File: src/include/scd_pkg.sv
package scd_pkg;
    localparam int FS_W = 10;
    localparam int RES_W = 24;
    localparam int CNT_W = 22;
    localparam int ORD_W = 3;
    localparam int NUM_STAGES = 4;
    // log2 of the largest decimation, 1024 * 1023 < 2**20
    localparam int DEC_LOG2 = 20;
    localparam int CIC_W = NUM_STAGES * DEC_LOG2 + 1;
    localparam int TOP4 = CIC_W - 1;
    localparam int TOP3 = 3 * DEC_LOG2;
    localparam int DEC_BASE_DEF = 1024;
    localparam logic [FS_W-1:0] FS_OFF = 10'h000;
    localparam logic [ORD_W-1:0] ORDER3 = 3'h3;
    localparam logic [ORD_W-1:0] ORDER4 = 3'h4;
    localparam logic [ORD_W-1:0] ORD_ZERO = 3'h0;
    localparam logic [ORD_W-1:0] ORD_ONE = 3'h1;
    localparam logic [CNT_W-1:0] CNT_ZERO = 22'h000000;
    localparam logic [CNT_W-1:0] CNT_ONE = 22'h000001;
    // sixty hertz window is 5/6 of a fifty hertz decimation window
    localparam int NOTCH_NUM = 5;
    localparam int NOTCH_DEN = 6;
    localparam int FIFO_DEPTH = 16;
    localparam logic [RES_W-1:0] RES_ZERO = 24'h000000;

    typedef enum logic [1:0] {
        SCD_IDLE = 2'b00,
        SCD_SETTLE = 2'b01,
        SCD_RUN = 2'b11
    } scd_state_t;
endpackage

File: src/scd_fifo.sv
`timescale 1ns/10ps
module scd_fifo #(
    parameter int WIDTH = 24,
    parameter int DEPTH = 16
) (
    // clock and reset
    input wire logic i_sys_clk,
    input wire logic i_nrst,
    // filling side
    input wire logic i_in_valid,
    output logic o_in_ready,
    input wire logic [WIDTH-1:0] i_in_data,
    // draining side
    output logic o_out_valid,
    input wire logic i_out_ready,
    output logic [WIDTH-1:0] o_out_data
);
    localparam int AW = $clog2(DEPTH);

    logic [WIDTH-1:0] mem_r [DEPTH];
    logic [AW-1:0] wr_ptr_r;
    logic [AW-1:0] rd_ptr_r;
    logic [AW:0] cnt_r;
    logic out_valid_r;
    logic [WIDTH-1:0] out_data_r;
    wire logic push;
    wire logic pop;

    assign o_in_ready = (cnt_r != (AW+1)'(DEPTH));
    assign push = i_in_valid && o_in_ready;
    // head word moves into the output register when it is free
    assign pop = (cnt_r != '0) && (!out_valid_r || i_out_ready);
    assign o_out_valid = out_valid_r;
    assign o_out_data = out_data_r;

    always_ff @(posedge i_sys_clk) begin
        if (push) begin
            mem_r[wr_ptr_r] <= i_in_data;
        end
    end

    always_ff @(posedge i_sys_clk) begin
        if (!i_nrst) begin
            wr_ptr_r <= '0;
            rd_ptr_r <= '0;
            cnt_r <= '0;
            out_valid_r <= 1'b0;
            out_data_r <= '0;
        end else begin
            if (push) begin
                wr_ptr_r <= wr_ptr_r + AW'(1);
            end
            if (pop) begin
                rd_ptr_r <= rd_ptr_r + AW'(1);
                out_data_r <= mem_r[rd_ptr_r];
                out_valid_r <= 1'b1;
            end else if (i_out_ready) begin
                out_valid_r <= 1'b0;
            end
            cnt_r <= cnt_r + (AW+1)'(push) - (AW+1)'(pop);
        end
    end
endmodule

File: src/scd_sinc_chop_timing.sv
`timescale 1ns/10ps
// What this block does
// RULE1 - chop with fourth order: result every 4*1024*rate word clocks, twice that with zero latency, word 1..1023
// RULE2 - chop with third order: result every 3*1024*rate word clocks, twice that with zero latency, word 1..1023
// RULE3 - chop swaps input polarity each conversion, averaging successive settled conversions
// RULE4 - chopped settling time is two output periods for either order, one period with zero latency
// RULE5 - channel change resets modulator and filter, full settle, then every period
// RULE6 - single channel keeps converting at programmed rate after input steps
// RULE7 - chop averaging puts nulls at odd multiples of half output rate
// RULE8 - sixty hertz notch bit adds 60 Hz null, output rate unchanged
// RULE9 - non-chop third order: rate word 480 gives 10 Hz, zero latency thirds it
// RULE10 - host uses chopped third order only up to 320 Hz output rate
// RULE11 - zero latency mode gives every result the complete settling time
// RULE12 - select bit high picks third order sinc, else fourth order
// RULE13 - plain third order: result every 1024*rate word, settle three periods
// RULE14 - output is mean of last two opposite polarity conversions, inverted one negated
// RULE15 - rate word zero yields no result and no counting
module scd_sinc_chop_timing #(
    parameter int DEC_BASE = scd_pkg::DEC_BASE_DEF
) (
    // clock and reset
    input wire logic i_sys_clk,
    input wire logic i_nrst,
    // configuration
    input wire logic [scd_pkg::FS_W-1:0] i_rate_select_word,
    input wire logic i_third_order_filter_select,
    input wire logic i_chop_enable,
    input wire logic i_zero_latency,
    input wire logic i_sixty_hz_notch_enable,
    input wire logic i_chan_change,
    // modulator side
    input wire logic i_mod_bit,
    output logic o_mod_reset,
    output logic o_chop_swap,
    // result stream
    output logic o_result_valid,
    input wire logic i_result_ready,
    output logic [scd_pkg::RES_W-1:0] o_result_data,
    // status
    output logic o_settling,
    output logic o_overrun
);
    import scd_pkg::*;

    function automatic logic [RES_W-1:0] scale_out(
        input logic [CIC_W-1:0] v,
        input logic o3
    );
        // full scale only at the top rate word; small words give small codes
        scale_out = o3 ? v[TOP3 -: RES_W] : v[TOP4 -: RES_W];
    endfunction

    scd_state_t state_r;
    scd_state_t state_nxt;
    logic [FS_W-1:0] fs_r;
    logic [3:0] mode_r;
    logic [CNT_W-1:0] dec_cnt_r;
    logic [ORD_W-1:0] dec_num_r;
    logic [ORD_W-1:0] valid_cnt_r;
    logic pol_r;
    logic have_prev_r;
    logic [RES_W-1:0] prev_r;
    logic [CIC_W-1:0] int_r [NUM_STAGES];
    logic [CIC_W-1:0] dly_r [NUM_STAGES];
    logic pend_r;
    logic [RES_W-1:0] pend_data_r;
    logic overrun_r;
    logic mod_reset_r;

    wire logic [3:0] mode_now;
    wire logic restart;
    wire logic active;
    wire logic order3;
    wire logic [ORD_W-1:0] order;
    wire logic [CNT_W-1:0] r_len;
    wire logic [CNT_W-1:0] notch_lim;
    wire logic gate;
    wire logic [CIC_W-1:0] in_word;
    wire logic tick;
    wire logic conv_end;
    wire logic per_conv;
    wire logic filt_clr;
    wire logic [CIC_W-1:0] comb_in [NUM_STAGES];
    wire logic [CIC_W-1:0] comb_out [NUM_STAGES];
    wire logic [RES_W-1:0] y_res;
    wire logic [RES_W-1:0] sample;
    wire logic [RES_W:0] sum;
    wire logic res_plain;
    wire logic res_zl;
    wire logic res_chop;
    wire logic res_fire;
    wire logic [RES_W-1:0] res_data;
    wire logic fifo_ready;
    wire logic push;

    assign mode_now = {i_third_order_filter_select, i_chop_enable,
                       i_zero_latency, i_sixty_hz_notch_enable};
    // any reconfiguration restarts the conversion like a channel change
    assign restart = i_chan_change || (mode_now != mode_r)
                     || (i_rate_select_word != fs_r); // [RULE5]
    assign active = (fs_r != FS_OFF); // [RULE15]
    assign order3 = mode_r[3];
    assign order = order3 ? ORDER3 : ORDER4; // [RULE12]
    assign r_len = CNT_W'(DEC_BASE) * CNT_W'(fs_r); // [RULE13]
    assign notch_lim = CNT_W'((32'(r_len) * 32'(NOTCH_NUM))
                              / 32'(NOTCH_DEN));
    // boxcar of 1/60 s inside each 1/50 s window; window length kept
    assign gate = !(mode_r[0] && (dec_cnt_r >= notch_lim)); // [RULE8]
    assign in_word = !gate ? '0 : (i_mod_bit ? CIC_W'(1) : '1);
    assign tick = active && (dec_cnt_r == r_len - CNT_ONE);
    // chop and zero latency take one conversion per order decimations
    assign conv_end = tick && (dec_num_r == order - ORD_ONE); // [RULE1] [RULE2]
    assign per_conv = mode_r[2] || mode_r[1]; // [RULE11]
    assign filt_clr = restart || (per_conv && conv_end);

    assign comb_in[0] = order3 ? int_r[2] : int_r[NUM_STAGES-1];
    assign comb_out[0] = order3 ? comb_in[0] : comb_in[0] - dly_r[0];
    genvar g;
    generate
        for (g = 1; g < NUM_STAGES; g++) begin : g_comb
            assign comb_in[g] = comb_out[g-1];
            assign comb_out[g] = comb_in[g] - dly_r[g];
        end
    endgenerate

    assign y_res = scale_out(comb_out[NUM_STAGES-1], order3);
    // inverted-polarity conversion is negated before averaging
    assign sample = pol_r ? (RES_ZERO - y_res) : y_res; // [RULE14]
    assign sum = {sample[RES_W-1], sample} + {prev_r[RES_W-1], prev_r};
    // non-chop continuous: first result after order periods, then each
    assign res_plain = !per_conv && tick
                       && (valid_cnt_r == order - ORD_ONE); // [RULE13]
    assign res_zl = !mode_r[2] && mode_r[1] && conv_end; // [RULE9] [RULE11]
    // first chopped result needs two conversions, then one per conversion, or one per two with zero latency
    assign res_chop = mode_r[2] && conv_end && have_prev_r; // [RULE3] [RULE4]
    assign res_fire = !restart && (res_plain || res_zl || res_chop); // [RULE6]
    assign res_data = mode_r[2] ? sum[RES_W:1] : y_res; // [RULE7] [RULE14]
    assign push = pend_r && fifo_ready;

    always_comb begin
        state_nxt = state_r;
        case (state_r)
            SCD_IDLE: begin
                if (active) begin
                    state_nxt = SCD_SETTLE;
                end
            end
            SCD_SETTLE: begin
                if (res_fire) begin
                    state_nxt = SCD_RUN;
                end
            end
            SCD_RUN: begin
                state_nxt = SCD_RUN;
            end
            default: begin
                state_nxt = SCD_IDLE;
            end
        endcase
        if (restart || !active) begin
            state_nxt = SCD_IDLE; // [RULE5] [RULE15]
        end
    end

    generate
        for (g = 0; g < NUM_STAGES; g++) begin : g_stage
            always_ff @(posedge i_sys_clk) begin
                if (!i_nrst || filt_clr) begin
                    int_r[g] <= '0;
                    dly_r[g] <= '0;
                end else if (active) begin
                    int_r[g] <= int_r[g]
                                + ((g == 0) ? in_word : int_r[(g == 0) ? 0 : g-1]);
                    if (tick) begin
                        dly_r[g] <= comb_in[g];
                    end
                end
            end
        end
    endgenerate

    always_ff @(posedge i_sys_clk) begin
        if (!i_nrst || restart || !active) begin
            dec_cnt_r <= CNT_ZERO;
            dec_num_r <= ORD_ZERO;
            valid_cnt_r <= ORD_ZERO;
        end else begin
            dec_cnt_r <= tick ? CNT_ZERO : dec_cnt_r + CNT_ONE;
            if (tick) begin
                dec_num_r <= conv_end ? ORD_ZERO : dec_num_r + ORD_ONE;
                if (valid_cnt_r != order - ORD_ONE) begin
                    valid_cnt_r <= valid_cnt_r + ORD_ONE;
                end
            end
        end
    end

    always_ff @(posedge i_sys_clk) begin
        if (!i_nrst || restart) begin
            pol_r <= 1'b0;
            have_prev_r <= 1'b0;
            prev_r <= RES_ZERO;
        end else if (mode_r[2] && conv_end) begin
            pol_r <= !pol_r; // [RULE3]
            prev_r <= sample;
            // zero latency pairs disjoint conversions, so no stale half
            have_prev_r <= !(mode_r[1] && have_prev_r); // [RULE11]
        end
    end

    always_ff @(posedge i_sys_clk) begin
        if (!i_nrst) begin
            state_r <= SCD_IDLE;
            fs_r <= FS_OFF;
            mode_r <= '0;
            pend_r <= 1'b0;
            pend_data_r <= RES_ZERO;
            overrun_r <= 1'b0;
            mod_reset_r <= 1'b0;
        end else begin
            state_r <= state_nxt;
            fs_r <= i_rate_select_word;
            mode_r <= mode_now;
            mod_reset_r <= restart; // [RULE5]
            if (res_fire) begin
                pend_r <= 1'b1;
                pend_data_r <= res_data;
            end else if (push) begin
                pend_r <= 1'b0;
            end
            // a stalled consumer loses the older result, flagged here
            if (restart) begin
                overrun_r <= 1'b0;
            end else if (res_fire && pend_r && !push) begin
                overrun_r <= 1'b1;
            end
        end
    end

    scd_fifo #(
        .WIDTH(RES_W),
        .DEPTH(FIFO_DEPTH)
    ) u_fifo (
        .i_sys_clk(i_sys_clk),
        .i_nrst(i_nrst),
        .i_in_valid(pend_r),
        .o_in_ready(fifo_ready),
        .i_in_data(pend_data_r),
        .o_out_valid(o_result_valid),
        .i_out_ready(i_result_ready),
        .o_out_data(o_result_data)
    );

    assign o_mod_reset = mod_reset_r;
    assign o_chop_swap = pol_r;
    assign o_settling = (state_r == SCD_SETTLE);
    assign o_overrun = overrun_r;
endmodule

File: config.mk
export PLATFORM = sky130hd
export DESIGN_NAME = scd_sinc_chop_timing
export DESIGN_NICKNAME = d
export VERILOG_FILES = /design/src/include/scd_pkg.sv /design/src/scd_fifo.sv /design/src/scd_sinc_chop_timing.sv
export SDC_FILE = /design/constraint.sdc
export NUM_CORES = 2
export LEC_CHECK = 0
export BUFFER_PORTS_ARGS = -buffer_cell sky130_fd_sc_hd__clkbuf_2
export CAP_MARGIN = 20
export CORE_MARGIN = 5
export CORE_UTILIZATION = 35
export CTS_CLUSTER_SIZE = 10
export DETAILED_ROUTE_END_ITERATION = 8
export PLACE_DENSITY = 0.53
export SETUP_SLACK_MARGIN = 0.02
export SYNTH_ARGS = -nofsm -noshare
export SYNTH_HDL_FRONTEND = slang
export SYNTH_SLANG_ARGS = --single-unit
File: constraint.sdc
create_clock -name i_sys_clk -period 23.9 [get_ports i_sys_clk]
set_clock_uncertainty 0.1 [all_clocks]
set_input_delay 2.39 -clock i_sys_clk [delete_from_list [all_inputs] [get_ports i_sys_clk]]
set_output_delay 2.39 -clock i_sys_clk [all_outputs]
set_load 0.01 [all_outputs]
==> summary.txt <==
Global route
  • Initial antenna violation count: 4
  • GRT Resource Usage Total: 15.99%
  • First-pass GRT wire length: 312700 um
  • Grt total ovfl: 0
  • Vias in the first global route: 57490
  • Largest net degree at the start of global routing: 203

Setup path
  • Worst endpoint required time: 24300 ps
  • CP Launch Type: flop
  • Max Fanout on Critical Path: 62
  • CP Class: reg2reg
  • Critical path's most frequent cell: ha_1
  • Crit path max-delay cell type: dfxtp_1
  • Critical Path AT: 19780 ps
  • Crit-path max cell delay: 740 ps
  • Setup crit end kind: flop
  • Top cell family by delay on the critical path: compound AO/OA/AOI/OAI gates
  • CP bufs+invs: 1

Job
  • Max-cap viol count: 0

Logic synthesis
  • Syn avg cell area: 9.765 sq um
  • Main synth FF type: edfxtp_1
  • Syn Nets: 8908
  • Ys async rst share: 0%
  • #FFs+latches synth: 1167
  • Mapped Area: 80360 sq um
  • Mapped Cells: 8229
  • Post-synth EDFFs: 1032
  • Sequential fraction of the synthesis area: 41.93%
  • Synth warn: 0
  • Post-synth cell types: 116

Die
  • Chip height: 489.2 um
  • CORE AREA: 227900 sq um
  • IO Count: 48
  • Die area: 239300 sq um
  • Die width: 489.2 um
  • Initial Utilization: 35.25%
  • Rows: 175

Clock network
  • Clock root buffer: clkbuf_16
  • CTS Hold Bufs: 0
  • Clk slew on worst S/H paths: 60 ps
  • CTS-repair resized insts: 0
  • Later-pin clock latency in the skew report: 810 ps
  • Number of buffers created by CTS: 149
  • Htree depth: 4
  • Post-CTS Setup Inserts: 0
  • Clk buf depth: 3
  • Clock sinks: 1167
  • CTS tree: yes

Routing
  • DRC Markers: 0
  • Antenna Violating Nets Remaining: 0
  • Routed WL: 195400 um
  • Post-DR vias/cell: 5.219
  • Iteration-0 DRC Markers: 3654
  • Via count: 59190
  • Drt pass-1 iters: 6
  • Avg WL per Cell: 17.24 um

Place
  • Placed Instances: 11070
  • Pre-CTS WS: 4721 ps
  • RePlAce Congestion: 0.8472
  • Post-DP HPWL: 139200 um
  • Port-buffer cells: 47

Timing
  • Slew HR: 23.28%
  • RSZ-0062 raised after global routing: false
  • Max-slew violations: 0
  • Final Hold Viols: 0
  • Post-route setup slack: 4529 ps
  • Final Cycle Share: 81.05%
  • Worst slew pin tran: 1151 ps
  • Setup Viol. Count Final: 0
  • Tmin final: 19370 ps
  • Setup_tns: 0 ps
  • F_max: 51.62 MHz
  • Hold Slack: 351.4 ps

Layout
  • Area of the multi-input gates: 43350 sq um
  • Layout area overhead: 10.02%
  • Final Non-Filler Cells: 11340
  • Fillers: 22350
  • Commonest non-fill, non-tap cell in the layout: edfxtp_1
  • Reg area: 33710 sq um
  • Share of layout cells above drive strength 1: 6.687%
  • Fin nets: 8888
  • Final core utilization: 38.79%
  • Most frequent cells in the layout: edfxtp_1 (1032), nor2_1 (738), ha_1 (651)

Status
  • Outcome: finished, final reports clean

Power
  • P per Cell Area: 75.49 nW/um^2
  • Worst VDD drop: 0.06591 mV
  • Static Leak: 0.03643 uW

Hold path
  • Min-delay worst type: reg2reg
==> state kept, by name (all words and copies together), names as in the netlist, 4 cells and up <==
signal	flops
dly_r	324
fs_r	10
pend_data_r	24
u_fifo.o_out_data	24
u_fifo.rd_ptr_r	4
int_r	324
u_fifo.cnt_r	5
u_fifo.wr_ptr_r	4
mode_r	4
dec_cnt_r	22
u_fifo.mem_r	384
prev_r	24
==> cells in the mapped netlist, types with 237 or more instances <==
cell type	instances	area, sq um
ha_1	651	8145
and2_1	271	1695
inv_1	621	2331
xor2_1	272	2382
o21ai_0	448	2242
a21oi_1	616	3083
nor2_1	752	2823
clkbuf_1	237	889.6
nand2_1	561	2106
edfxtp_1	1032	30990
a21o_1	246	1847
xnor2_1	401	3512
==> worst reg2reg max path, delay by kind of cell (launching register included) <==
kind            cells  cell delay, ps
buf+inv             1             340
mux                 1             270
flops               1             740
simple gates       18            3430
compound gates     36            9910
xor+xnor            4            1050
fa+ha+maj          10            3270
==> metrics by stage <==
step / area, sq um / total power (uW)
after floorplan: 80360 / 4031
after global placement: 83880 / 4594
after detailed placement: 83880 / 4611
after CTS: 88410 / 6765
after global routing: 88410 / 7089
final: 88410 / 6674
==> path summary, 6_finish.rpt <==
check | slack [ps] | from | cells past startpoint | end
max reg2reg | 4530 | fs_r[1]$_SDFF_PN0_ | 70 | int_r[0][72]$_SDFFCE_PN0P_
min reg2reg | 350 | u_fifo.o_out_data[3]$_SDFFE_PN0P_ | 2 | u_fifo.o_out_data[3]$_SDFFE_PN0P_
min | 350 | u_fifo.o_out_data[3]$_SDFFE_PN0P_ | 2 | u_fifo.o_out_data[3]$_SDFFE_PN0P_
max | 4530 | fs_r[1]$_SDFF_PN0_ | 70 | int_r[0][72]$_SDFFCE_PN0P_
==> report_power, final <==
group	leakage (uW)	total (uW)	internal (uW)	switching, uW
combinational	0.0212	2330	939	1390
clock	0.00219	2110	1210	899
sequential	0.0131	2240	2200	40.6
total	0.0364	6670	4340	2330
==> cell families after synthesis <==
family                   after synthesis  share of synthesized area (%)
multiplexers                         146                          3.718
adder cells (fa/ha/maj)              660                          10.36
AO/OA/AOI/OAI                       2007                          15.91
buffers and inverters                904                          4.254
AND/OR/NAND/NOR                     2667                          16.37
flip-flops                          1167                          41.93
XOR/XNOR                             678                          7.454
==> area by class of cell <==
class | count | area share (%)
diodes | 1 | 0.002830
clock buffers | 219 | 4.607
clock inverters | 53 | 0.5081
inverters | 627 | 2.671
multi-input cells | 6158 | 49.03
flip-flops and latches | 1167 | 38.13
well taps | 3009 | 4.258
repair buffers | 106 | 0.7954
==> per-layer routing <==
layer / global-route usage [%] / up-vias / routed length [um]
li1: - / 30000 / -
met1: 22.41 / 27850 / 94620
met2: 25.92 / 1062 / 87930
met3: 2.092 / 280 / 7684
met4: 4.597 / 0 / 5206
met5: 0 / - / 0
Note: power is estimated with default switching activity, not from simulation.
